### config.mk
export PLATFORM = sky130hd
export DESIGN_NAME = esc_stat_top
export DESIGN_NICKNAME = d
export VERILOG_FILES = /design/src/rtl/esc_pkg.sv /design/src/rtl/esc_pin_sync.sv /design/src/rtl/esc_sat_counter.sv /design/src/rtl/esc_stat_top.sv
export SDC_FILE = /design/constraint.sdc
export NUM_CORES = 1
export LEC_CHECK = 0
export ABC_AREA = 1
export BUFFER_PORTS_ARGS = -buffer_cell sky130_fd_sc_hd__buf_2
export CAP_MARGIN = 30
export CORE_MARGIN = 1.5
export CORE_UTILIZATION = 40
export DETAILED_ROUTE_END_ITERATION = 8
export GPL_ROUTABILITY_DRIVEN = 0
export SLEW_MARGIN = 20
export SYNTH_ARGS = -nofsm -noshare
export SYNTH_HDL_FRONTEND = slang
export SYNTH_SLANG_ARGS = --single-unit
### constraint.sdc
create_clock -name sys_clk -period 1.9 [get_ports sys_clk]
set_input_delay 0.38 -clock sys_clk [delete_from_list [all_inputs] [get_ports sys_clk]]
set_output_delay 0.38 -clock sys_clk [all_outputs]
set_load 0.01 [all_outputs]
### src/rtl/esc_pkg.sv
// constants shared by the error statistics counter block
// assumes one system clock; register port with one-cycle read data
// Notes on behaviour
// - late collision counted after 512 bit times
// - counters hold at all ones
// - any counter write clears it, data ignored
// - upper sixteen bits read as zero
// - count sits in low sixteen bits
// - carrier drop during data transmission counted
// - carrier absent during preamble counted
// - transmit attempt under four bytes counted
// - received bad frame check counted
// - bad check not counted when accepted
// - receive error activation during frame counted
`default_nettype none
package esc_pkg;
    localparam int CNT_W = 16;
    localparam int ADDR_W = 8;
    localparam int DATA_W = 32;
    localparam int LEN_W = 12;
    localparam int NUM_CNT = 6;
    localparam logic [CNT_W-1:0] CNT_MAX = 16'hffff;
    localparam logic [CNT_W-1:0] CNT_RESET = 16'h0000;
    localparam logic [9:0] LATE_COL_BITS = 10'h200;
    localparam logic [LEN_W-1:0] MIN_TX_LEN = 12'h004;
    localparam logic [ADDR_W-1:0] OFS_LATE_COL = 8'h00;
    localparam logic [ADDR_W-1:0] OFS_LOST_CAR = 8'h04;
    localparam logic [ADDR_W-1:0] OFS_NO_CAR = 8'h08;
    localparam logic [ADDR_W-1:0] OFS_ILL_LEN = 8'h0c;
    localparam logic [ADDR_W-1:0] OFS_CRC_ERR = 8'h10;
    localparam logic [ADDR_W-1:0] OFS_RX_ERR = 8'h14;
    localparam logic [ADDR_W-1:0] OFS_MODE = 8'h18;
    localparam logic [ADDR_W-1:0] OFS_IRQ_STAT = 8'h1c;
    localparam logic [ADDR_W-1:0] OFS_IRQ_MASK = 8'h20;
    localparam int MODE_ACCEPT_BAD_CRC_BIT = 0;
    localparam logic [NUM_CNT-1:0] IRQ_RESET = 6'h00;
    localparam int EV_LATE_COL = 0;
    localparam int EV_LOST_CAR = 1;
    localparam int EV_NO_CAR = 2;
    localparam int EV_ILL_LEN = 3;
    localparam int EV_CRC_ERR = 4;
    localparam int EV_RX_ERR = 5;
    typedef enum logic [1:0] {
        LC_IDLE = 2'b00,
        LC_EARLY = 2'b01,
        LC_LATE = 2'b11
    } esc_lc_state_t;
endpackage : esc_pkg
`default_nettype wire

### src/rtl/esc_pin_sync.sv
// two-flop synchroniser for a pin, with edge pulses
// assumes pin is asynchronous to sys_clk
`default_nettype none
module esc_pin_sync
    import esc_pkg::*;
(
    input wire logic sys_clk,
    input wire logic rst,
    input wire logic pin_in,
    output logic level,
    output logic rise,
    output logic fall
);
    logic meta_ff;
    logic sync_ff;
    logic prev_ff;
    // first flop feeds only the second
    always_ff @(posedge sys_clk)
    begin
        meta_ff <= rst ? 1'b0 : pin_in;
        sync_ff <= rst ? 1'b0 : meta_ff;
        prev_ff <= rst ? 1'b0 : sync_ff;
    end
    assign level = sync_ff;
    assign rise = sync_ff & ~prev_ff;
    assign fall = ~sync_ff & prev_ff;
endmodule : esc_pin_sync
`default_nettype wire

### src/rtl/esc_sat_counter.sv
// one saturating statistics counter with clear
// assumes inc and clr are single-cycle, same clock
`default_nettype none
module esc_sat_counter
    import esc_pkg::*;
#(
    parameter int WIDTH = CNT_W
)
(
    input wire logic sys_clk,
    input wire logic rst,
    input wire logic inc,
    input wire logic clr,
    output logic [WIDTH-1:0] count_ff
);
    logic [WIDTH-1:0] nxt_count;
    wire at_max = &count_ff;
    // clear wins so software never sees a stale partial count
    assign nxt_count = clr ? '0 :
        ((inc && !at_max) ? count_ff + 1'b1 : count_ff);
    always_ff @(posedge sys_clk)
    begin
        count_ff <= rst ? WIDTH'(CNT_RESET) : nxt_count;
    end
endmodule : esc_sat_counter
`default_nettype wire

### src/rtl/esc_stat_top.sv
// error statistics counters of the mac, with register port and irq
// assumes tx/rx engine inputs are on sys_clk; phy pins are asynchronous
//
// The implementer's own choices: the plain strobed port and the register offsets.
`default_nettype none
module esc_stat_top
    import esc_pkg::*;
#(
    parameter int LEN_WIDTH = LEN_W
)
(
    input wire logic sys_clk,
    input wire logic rst,
    // register port
    input wire logic [ADDR_W-1:0] reg_addr,
    input wire logic [DATA_W-1:0] reg_wdata,
    input wire logic reg_wr,
    input wire logic reg_rd,
    output logic [DATA_W-1:0] reg_rdata,
    output logic irq,
    // transmit engine
    input wire logic tx_start,
    input wire logic tx_active,
    input wire logic tx_preamble,
    input wire logic tx_bit_tick,
    input wire logic tx_attempt,
    input wire logic [LEN_WIDTH-1:0] tx_frame_len,
    // receive engine
    input wire logic rx_frame_end,
    input wire logic rx_crc_bad,
    // phy pins
    input wire logic phy_col,
    input wire logic phy_crs,
    input wire logic phy_rx_dv,
    input wire logic phy_rx_er
);

    // synchronised phy pins
    logic col_lvl;
    logic col_rise;
    logic crs_lvl;
    logic crs_rise;
    logic crs_fall;
    logic rxdv_lvl;
    logic rxer_rise;

    esc_pin_sync u_sync_col (
        .sys_clk(sys_clk),
        .rst(rst),
        .pin_in(phy_col),
        .level(col_lvl),
        .rise(col_rise),
        .fall()
    );

    esc_pin_sync u_sync_crs (
        .sys_clk(sys_clk),
        .rst(rst),
        .pin_in(phy_crs),
        .level(crs_lvl),
        .rise(crs_rise),
        .fall(crs_fall)
    );

    esc_pin_sync u_sync_rxdv (
        .sys_clk(sys_clk),
        .rst(rst),
        .pin_in(phy_rx_dv),
        .level(rxdv_lvl),
        .rise(),
        .fall()
    );

    esc_pin_sync u_sync_rxer (
        .sys_clk(sys_clk),
        .rst(rst),
        .pin_in(phy_rx_er),
        .level(),
        .rise(rxer_rise),
        .fall()
    );

    // late collision window: bit times since start of data
    esc_lc_state_t lc_state_ff;
    esc_lc_state_t nxt_lc_state;
    logic [9:0] bit_cnt_ff;
    logic [9:0] nxt_bit_cnt;
    wire bit_last = (bit_cnt_ff == LATE_COL_BITS - 10'h001);

    always_comb
    begin
        nxt_lc_state = lc_state_ff;
        nxt_bit_cnt = bit_cnt_ff;
        case (lc_state_ff)
            LC_IDLE:
            begin
                nxt_bit_cnt = 10'h000;
                if (tx_start)
                    nxt_lc_state = LC_EARLY;
            end
            LC_EARLY:
            begin
                if (!tx_active)
                    nxt_lc_state = LC_IDLE;
                else if (tx_bit_tick && bit_last)
                    nxt_lc_state = LC_LATE;
                else if (tx_bit_tick)
                    nxt_bit_cnt = bit_cnt_ff + 10'h001;
            end
            LC_LATE:
            begin
                if (!tx_active)
                    nxt_lc_state = LC_IDLE;
            end
            default:
                nxt_lc_state = LC_IDLE;
        endcase
    end

    always_ff @(posedge sys_clk)
    begin
        lc_state_ff <= rst ? LC_IDLE : nxt_lc_state;
        bit_cnt_ff <= rst ? 10'h000 : nxt_bit_cnt;
    end

    // collisions inside the first 512 bits are normal, not counted
    wire ev_late_col = col_rise && (lc_state_ff == LC_LATE);

    // data phase is transmit minus preamble
    wire tx_data = tx_active && !tx_preamble;
    wire ev_lost_car = crs_fall && tx_data;

    // carrier seen at any time during one preamble
    logic pre_seen_ff;
    logic pre_prev_ff;
    logic nxt_pre_seen;
    assign nxt_pre_seen = tx_preamble ? (pre_seen_ff | crs_lvl) : 1'b0;
    always_ff @(posedge sys_clk)
    begin
        pre_seen_ff <= rst ? 1'b0 : nxt_pre_seen;
        pre_prev_ff <= rst ? 1'b0 : tx_preamble;
    end
    // judged once at the end of each preamble
    wire pre_end = pre_prev_ff && !tx_preamble;
    wire ev_no_car = pre_end && !pre_seen_ff;

    wire ev_ill_len = tx_attempt && (tx_frame_len < MIN_TX_LEN);

    // mode register
    logic accept_bad_crc_frames_ff;
    wire ev_crc_err = rx_frame_end && rx_crc_bad
        && !accept_bad_crc_frames_ff;

    // rx error only counts inside a frame
    wire ev_rx_err = rxer_rise && rxdv_lvl;

    // register decode
    wire hit_late = (reg_addr == OFS_LATE_COL);
    wire hit_lost = (reg_addr == OFS_LOST_CAR);
    wire hit_nocar = (reg_addr == OFS_NO_CAR);
    wire hit_ill = (reg_addr == OFS_ILL_LEN);
    wire hit_crc = (reg_addr == OFS_CRC_ERR);
    wire hit_rxer = (reg_addr == OFS_RX_ERR);
    wire hit_mode = (reg_addr == OFS_MODE);
    wire hit_stat = (reg_addr == OFS_IRQ_STAT);
    wire hit_mask = (reg_addr == OFS_IRQ_MASK);

    wire [NUM_CNT-1:0] cnt_hit = {hit_rxer, hit_crc, hit_ill,
        hit_nocar, hit_lost, hit_late};
    // write data ignored; any write clears the addressed counter
    wire [NUM_CNT-1:0] cnt_clr = cnt_hit & {NUM_CNT{reg_wr}};
    wire [NUM_CNT-1:0] ev_vec = {ev_rx_err, ev_crc_err, ev_ill_len,
        ev_no_car, ev_lost_car, ev_late_col};

    logic [CNT_W-1:0] cnt_val [NUM_CNT];

    genvar gi;
    generate
        for (gi = 0; gi < NUM_CNT; gi++)
        begin : g_cnt
            esc_sat_counter #(
                .WIDTH(CNT_W)
            ) u_cnt (
                .sys_clk(sys_clk),
                .rst(rst),
                .inc(ev_vec[gi]),
                .clr(cnt_clr[gi]),
                .count_ff(cnt_val[gi])
            );
        end
    endgenerate

    wire [CNT_W-1:0] late_collision_value = cnt_val[EV_LATE_COL];
    wire [CNT_W-1:0] lost_carrier_value = cnt_val[EV_LOST_CAR];
    wire [CNT_W-1:0] no_carrier_value = cnt_val[EV_NO_CAR];
    wire [CNT_W-1:0] illegal_length_value = cnt_val[EV_ILL_LEN];
    wire [CNT_W-1:0] crc_error_value = cnt_val[EV_CRC_ERR];
    wire [CNT_W-1:0] rx_error_value = cnt_val[EV_RX_ERR];

    // mode register write; only the accept bit is implemented
    wire mode_wr = reg_wr && hit_mode;
    always_ff @(posedge sys_clk)
    begin
        if (rst)
            accept_bad_crc_frames_ff <= 1'b0;
        else if (mode_wr)
            accept_bad_crc_frames_ff <=
                reg_wdata[MODE_ACCEPT_BAD_CRC_BIT];
    end

    // interrupt status: set beats read-clear
    logic [NUM_CNT-1:0] irq_stat_ff;
    logic [NUM_CNT-1:0] irq_mask_ff;
    logic [NUM_CNT-1:0] nxt_irq_stat;
    wire stat_rd = reg_rd && hit_stat;
    assign nxt_irq_stat = (stat_rd ? {NUM_CNT{1'b0}} : irq_stat_ff)
        | ev_vec;
    always_ff @(posedge sys_clk)
    begin
        irq_stat_ff <= rst ? IRQ_RESET : nxt_irq_stat;
    end
    always_ff @(posedge sys_clk)
    begin
        if (rst)
            irq_mask_ff <= IRQ_RESET;
        else if (reg_wr && hit_mask)
            irq_mask_ff <= reg_wdata[NUM_CNT-1:0];
    end
    assign irq = |(irq_stat_ff & irq_mask_ff);

    // read mux; counters zero-extended so reserved bits read zero
    logic [DATA_W-1:0] rd_mux;
    always_comb
    begin
        if (hit_late)
            rd_mux = {16'h0000, late_collision_value};
        else if (hit_lost)
            rd_mux = {16'h0000, lost_carrier_value};
        else if (hit_nocar)
            rd_mux = {16'h0000, no_carrier_value};
        else if (hit_ill)
            rd_mux = {16'h0000, illegal_length_value};
        else if (hit_crc)
            rd_mux = {16'h0000, crc_error_value};
        else if (hit_rxer)
            rd_mux = {16'h0000, rx_error_value};
        else if (hit_mode)
            rd_mux = {31'h00000000, accept_bad_crc_frames_ff};
        else if (hit_stat)
            rd_mux = {26'h0000000, irq_stat_ff};
        else if (hit_mask)
            rd_mux = {26'h0000000, irq_mask_ff};
        else
            rd_mux = 32'h00000000;
    end

    // read data valid only in the cycle after the strobe
    logic [DATA_W-1:0] rdata_ff;
    logic [DATA_W-1:0] nxt_rdata;
    assign nxt_rdata = reg_rd ? rd_mux : 32'h00000000;
    always_ff @(posedge sys_clk)
    begin
        rdata_ff <= rst ? 32'h00000000 : nxt_rdata;
    end
    assign reg_rdata = rdata_ff;
endmodule : esc_stat_top
`default_nettype wire

==> results of run 1 <==
## Yosys cell counts (3+ instances only)
library cell / count
nand3_1: 81
xor2_1: 42
nand2_2: 11
a31oi_1: 3
xnor2_1: 13
nor3_1: 30
buf_2: 9
nand2_1: 286
clkbuf_1: 6
nor2_2: 7
nor2_1: 88
buf_6: 9
nand3b_1: 7
inv_2: 17
nor4_1: 10
o221ai_1: 6
inv_1: 138
a21oi_2: 15
ha_1: 7
nor3b_1: 6
nor3_2: 9
o21ai_0: 54
nor2_4: 4
nand4_1: 30
dfxtp_1: 150
buf_4: 22
or2_2: 3
a21oi_1: 134
## cell type report
class / count / area [um2]
Clock inverter: 9 / 108
Multi-Input combinational cell: 888 / 4710
Clock buffer: 19 / 443
Timing Repair Buffer: 107 / 728
Sequential cell: 150 / 3000
Fill cell: 2186 / 11000
Tap cell: 275 / 344
Inverter: 158 / 594
## worst max-delay path: cells and delay by family (launching register included)
family / cells / cell delay [ns]
flip-flops: 1 / 0.35
AND/OR/NAND/NOR: 3 / 0.32
AO/OA/AOI/OAI: 1 / 0.19
buffers and inverters: 1 / 0.18
## sequential cells by signal (all words and copies together) (netlist names)
register and flops:
g_cnt.u_cnt.count_ff 96, reg_rdata 16, bit_cnt_ff 10, irq_mask_ff 6
irq_stat_ff 6, lc_state_ff 2, accept_bad_crc_frames_ff 1, pre_prev_ff 1
pre_seen_ff 1, u_sync_col.level 1, u_sync_col.meta_ff 1, u_sync_col.prev_ff 1
u_sync_crs.level 1, u_sync_crs.meta_ff 1, u_sync_crs.prev_ff 1, u_sync_rxdv.level 1
u_sync_rxdv.meta_ff 1, u_sync_rxer.level 1, u_sync_rxer.meta_ff 1, u_sync_rxer.prev_ff 1
## worst max path at each step
stage | startpoint | to
after floorplan | g_cnt[2].u_cnt.count_ff[0] | g_cnt[2].u_cnt.count_ff[13]
after global placement | lc_state_ff[0] | g_cnt[0].u_cnt.count_ff[5]
after detailed placement | lc_state_ff[0] | g_cnt[0].u_cnt.count_ff[3]
after CTS | irq_mask_ff[4] | irq
after global routing | irq_mask_ff[4] | irq
final | irq_mask_ff[4] | irq
## power by group
part / switching [mW] / internal (mW) / total, mW / leakage (nW)
registers: 0.0173 / 3.17 / 3.19 / 1.21
logic: 0.223 / 0.112 / 0.335 / 2.30
clock network: 1.32 / 1.93 / 3.25 / 0.266
total: 1.56 / 5.21 / 6.77 / 3.78
## layer usage
layer  share of wire, %  vias up  track usage [%]
met1                 48     3770             30.8
met2                 44      244             33.4
li1                   -     4181                -
met4                3.0        0             9.11
met5                  0        -                0
met3                5.3       44             3.58
## kinds of logic after synthesis
| family | Yosys count | share of synthesized area (%) |
|---|---|---|
| and+or+nand+nor | 584 | 32.1 |
| AOI/OAI and AO/OA | 226 | 15.0 |
| buffers and inverters | 204 | 10.9 |
| DFF | 150 | 35.3 |
| xor gates and xnor gates | 55 | 5.66 |
| adders and majority gates | 7 | 1.03 |
| other | 1 | 0.0440 |
## metrics by stage
step / setup slack (ns) / area [um2] / power (mW)
floorplan: 0.306 / 8570 / 3.48
detailed placement: 0.0368 / 9290 / 3.59
finish: 0.0574 / 9930 / 6.77
global route: -0.00886 / 9930 / 6.99
global placement: 0.0737 / 9290 / 3.59
CTS: 0.0256 / 9840 / 6.82
## what timing repair did
action                                  4_1_cts  5_1_grt
endpoints found under the setup margin        0       28
buffers inserted                              0        2
gates resized for setup                       0       14
==> impl_metrics.csv, run 1 <==
group,metric,value,unit
run_status,status,"finished, final reports clean",
yosys,synth.avg_cell_area,6.94,um2
sta,maxSlewHeadroom,63.2,%
yosys,synthArstFlopShare,0,%
setup_path,rr_startpoint,"g_cnt[3].u_cnt.count_ff[0]",
grt,grt_pass1_vias,7526,
die,rows,53,
cts,path_clk_slew,0.06,ns
yosys,synth_cell_types,48,
cts,h-tree-depth,4,
cts,numCtsBuffers,17,
hold_path,hold-path-cell-count,3,
cts,cts_root_buf,"clkbuf_16",
die,dieArea,22200,um2
setup_path,cp.arrival,1.46,ns
layout,mostFrequentLayoutCells,"nand2_1 (285), dfxtp_1 (149), inv_1 (138)",
hold_path,hold_end,"u_sync_crs.meta_ff",
setup_path,slowest_stage,"dfxtp_1",
setup_path,critPathMostFrequentCell,"nand2_1",
sta,skew,0.0112,ns
layout,final_common_cell,"nand2_1",
grt,grt_max_degree,31,
die,io-pin-count,100,
cts,cts_hold_buffers,0,
setup_path,startpoint_type,"flop",
routing,drtIter0Drc,649,
sta,hold_violations,0,
routing,wl_per_cell,14.7,um
yosys,synth_ff_type,"dfxtp_1",
setup_path,path_max_fanout,3,
layout,final_util,47.4,%
sta,fin_crit,1.84,ns
die,initial_core_util,40.6,%
yosys,ys_seq_area_share,35.3,%
die,dieHeight,149,um
hold_path,hp-class,"in -> reg",
routing,dr.pass1.iters,6,
layout,layout.cells.non_filler,1606,
job,maxCapViolations,0,
place,port_buffers,55,
cts,tritoncts,"done",
cts,clock_latency,0.43,ns
routing,num_vias,8239,
die,dieWidth,149,um
routing,vias_per_cell,5.13,
layout,drive_above_1_share,16.6,%
sta,fin_setup_tns,0,ns
yosys,synth_edf_count,0,
routing,routed_wirelength,23600,um
sta,tightest_slew,0.547,ns
setup_path,r2r_end,"g_cnt[3].u_cnt.count_ff[13]",
grt,grt_pass1_wl,38500,um
sta,fin_hold_ws,0.150,ns
yosys,yosys_warnings,0,
sta,maxClockFrequency,543,MHz
cts,cts.sinks,150,
yosys,synth_cells,1227,
setup_path,cp-end-kind,"output pin",
grt,antenna_found_initial,0,
setup_path,path_cells,"nand2_1, nand2_1, a221oi_2, nand3_1, buf_2",
yosys,synth.area.top_cells,"dfxtp_1 (35%), nand2_1 (13%), a21oi_1 (7.9%)",
setup_path,rr_worst_depth,7,
pwr,power.leakage,3.78,nW
cts,cts_buffer_depth,2,
layout,area_growth,16.6,%
pwr,ir_worst_vdd,563,uV
sta,final-setup-viol-count,0,
setup_path,rrSetupSlack,0.14,ns
hold_path,min_from,"phy_crs",
grt,overflow,0,
setup_path,criticalPathCategory,"reg -> out",
routing,ant_nets,0,
setup_path,required,1.52,ns
grt,grt_usage,22.0,%
sta,finalCritPeriodShare,97.0,%
routing,drc,0,
layout,n_antenna_cell,0,
sta,final_max_slew_viol_count,0,
place,dpl.hpwl,17800,um
setup_path,cpPeakStageDelay,0.35,ns
yosys,synth.cell_area,8510,um2
place,dp.cells,1576,
yosys,synth_top_area_share,35.3,%
pwr,p_per_area,682,nW/um2
yosys,ys_ff_latch,150,
die,core-area,21000,um2
yosys,synth_top_area_cell,"dfxtp_1",
layout,nets,1396,
(Power assumes the default switching activity.)
==> run 2: changes to the inputs <==
Settings changed: BUFFER_PORTS_ARGS -buffer_cell sky130_fd_sc_hd__buf_2 to unset, CORE_UTILIZATION 40 to 35, DONT_BUFFER_PORTS set to 1.
==> impl_metrics.csv, run 2 (synthesis results as in run 1) <==
group,metric,value,unit
grt,overflow,0,
pwr,power.leakage,3.52,nW
job,maxCapViolations,0,
setup_path,rr_worst_depth,8,
sta,maxSlewHeadroom,57.5,%
layout,mostFrequentLayoutCells,"nand2_1 (286), dfxtp_1 (149), inv_1 (138)",
pwr,swShare,23.8,%
pwr,p_seq_share,46.4,%
run_status,status,"finished, final reports clean",
routing,drc,0,
hold_path,min_from,"rst",
hold_path,hold_end,"irq_stat_ff[2]",
grt,grt_pass1_vias,7145,
routing,wl_per_cell,14.6,um
setup_path,path_max_fanout,3,
layout,nets,1342,
pwr,power.switching,1.64,mW
routing,drtIter0Drc,562,
sta,fin_hold_ws,0.0309,ns
cts,tritoncts,"done",
pwr,p_per_area,708,nW/um2
cts,path_clk_slew,0.07,ns
setup_path,rrSetupSlack,0.14,ns
setup_path,rr_startpoint,"g_cnt[0].u_cnt.count_ff[1]",
die,core-area,23700,um2
grt,antenna_found_initial,0,
cts,cts.sinks,150,
cts,clock_latency,0.43,ns
layout,drive_above_1_share,13.1,%
sta,fin_crit,1.76,ns
layout,final_common_cell,"nand2_1",
layout,layout.cells.non_filler,1600,
pwr,ir_worst_vdd,467,uV
cts,cts_hold_buffers,0,
hold_path,hold-path-cell-count,1,
place,port_buffers,0,
grt,grt_max_degree,32,
sta,final_max_slew_viol_count,0,
routing,num_vias,8042,
routing,routed_wirelength,23300,um
cts,cts_root_buf,"clkbuf_16",
layout,area_growth,13.8,%
die,initial_core_util,35.9,%
setup_path,cp.arrival,2.13,ns
layout,fill_cells,2551,
place,dp_slack,0.0294,ns
layout,final_util,40.9,%
routing,ant_nets,0,
sta,hold_violations,0,
pwr,p_int,5.23,mW
sta,setup_slack,0.143,ns
layout,regMostFlops,"g_cnt.u_cnt.count_ff",
die,io-pin-count,100,
layout,n_antenna_cell,0,
layout,largest_reg_flops,96,
setup_path,criticalPathCategory,"reg -> reg",
sta,tightest_slew,0.633,ns
sta,final-setup-viol-count,0,
cts,numCtsBuffers,17,
sta,finalCritPeriodShare,92.5,%
setup_path,r2r_end,"g_cnt[0].u_cnt.count_ff[14]",
pwr,pwr-share-comb,3.9,%
place,dp.cells,1564,
grt,grt_pass1_wl,37200,um
die,rows,56,
die,dieHeight,159,um
die,dieArea,25300,um2
setup_path,required,2.27,ns
cts,h-tree-depth,4,
setup_path,cp-end-kind,"flop",
pwr,clkPwrFrac,49.7,%
grt,grt_usage,18.5,%
sta,maxClockFrequency,569,MHz
sta,skew,0.00940,ns
routing,vias_per_cell,5.03,
die,dieWidth,159,um
routing,dr.pass1.iters,5,
cts,cts_buffer_depth,2,
hold_path,hp-class,"in -> reg",
setup_path,startpoint_type,"flop",
place,dpl.hpwl,17800,um
[run 2: cell types whose count changed in the layout (fill, tap and decap cells not counted), sizes merged]
cell / change
clkbuf: -1
buf: -54
clkinv: +1
clkinvlp: +2
inv: +2
[run 2: critical path, stage by stage, from the launching register on]
cell and delay [ns]:
dfxtp_1 0.36, ha_1 0.18, nand2_1 0.08, buf_4 0.15
nor3_1 0.37, nand3_1 0.18, xnor2_1 0.18, nand2_1 0.07
a21oi_1 0.13
[run 2: cell type report]
cell class / count / area, um2 / share of cell area (%)
Clock buffer: 18 / 439 / 4.53
Timing Repair Buffer: 53 / 435 / 4.49
Tap cell: 319 / 399 / 4.12
Clock inverter: 14 / 153 / 1.58
Inverter: 158 / 594 / 6.13
Multi-Input combinational cell: 888 / 4670 / 48.2
Sequential cell: 150 / 3000 / 31.0
[run 2: what timing repair did]
action | CTS | global route
resized for setup | 0 | 6
setup buffers | 0 | 4
setup endpoints to repair | 0 | 17
endpoints found under the hold margin | 0 | 0
[run 2: power by group through the flow]
stage | Sequential, mW | Clock, mW | Combinational (mW)
floorplan | 3.26 | 0 | 0.220
global placement | 3.26 | 0 | 0.256
detailed placement | 3.26 | 0 | 0.259
CTS | 3.19 | 3.49 | 0.260
global route | 3.19 | 3.61 | 0.297
finish | 3.19 | 3.41 | 0.265
[run 2: routing by layer]
| layer | track usage, % | wire (um) |
|---|---|---|
| met5 | 0 | 0 |
| met4 | 7.55 | 694 |
| met3 | 3.83 | 1450 |
| met2 | 27.7 | 10100 |
| met1 | 25.8 | 11100 |
[run 2: per-stage QoR]
stage	TNS (ns)	total power, mW	instance area [um2]
6_report	0	6.87	9690
5_1_grt	-0.0416	7.10	9690
4_1_cts	0	6.94	9630
2_1_floorplan	0	3.48	8570
3_3_place_gp	0	3.51	9040
3_5_place_dp	0	3.52	9040
[run 2: worst max-delay path by stage]
stage               cells after the start  slack, ns                       start                     endpoint
CTS                                     6       0.03              lc_state_ff[0]   g_cnt[0].u_cnt.count_ff[6]
global route                            7      -0.04  g_cnt[3].u_cnt.count_ff[1]   g_cnt[3].u_cnt.count_ff[6]
finish                                  8       0.14  g_cnt[0].u_cnt.count_ff[1]  g_cnt[0].u_cnt.count_ff[14]
detailed placement                      6       0.03              lc_state_ff[0]   g_cnt[0].u_cnt.count_ff[6]
floorplan                               9       0.31  g_cnt[2].u_cnt.count_ff[0]  g_cnt[2].u_cnt.count_ff[13]
global placement                        7       0.06              lc_state_ff[0]   g_cnt[0].u_cnt.count_ff[5]
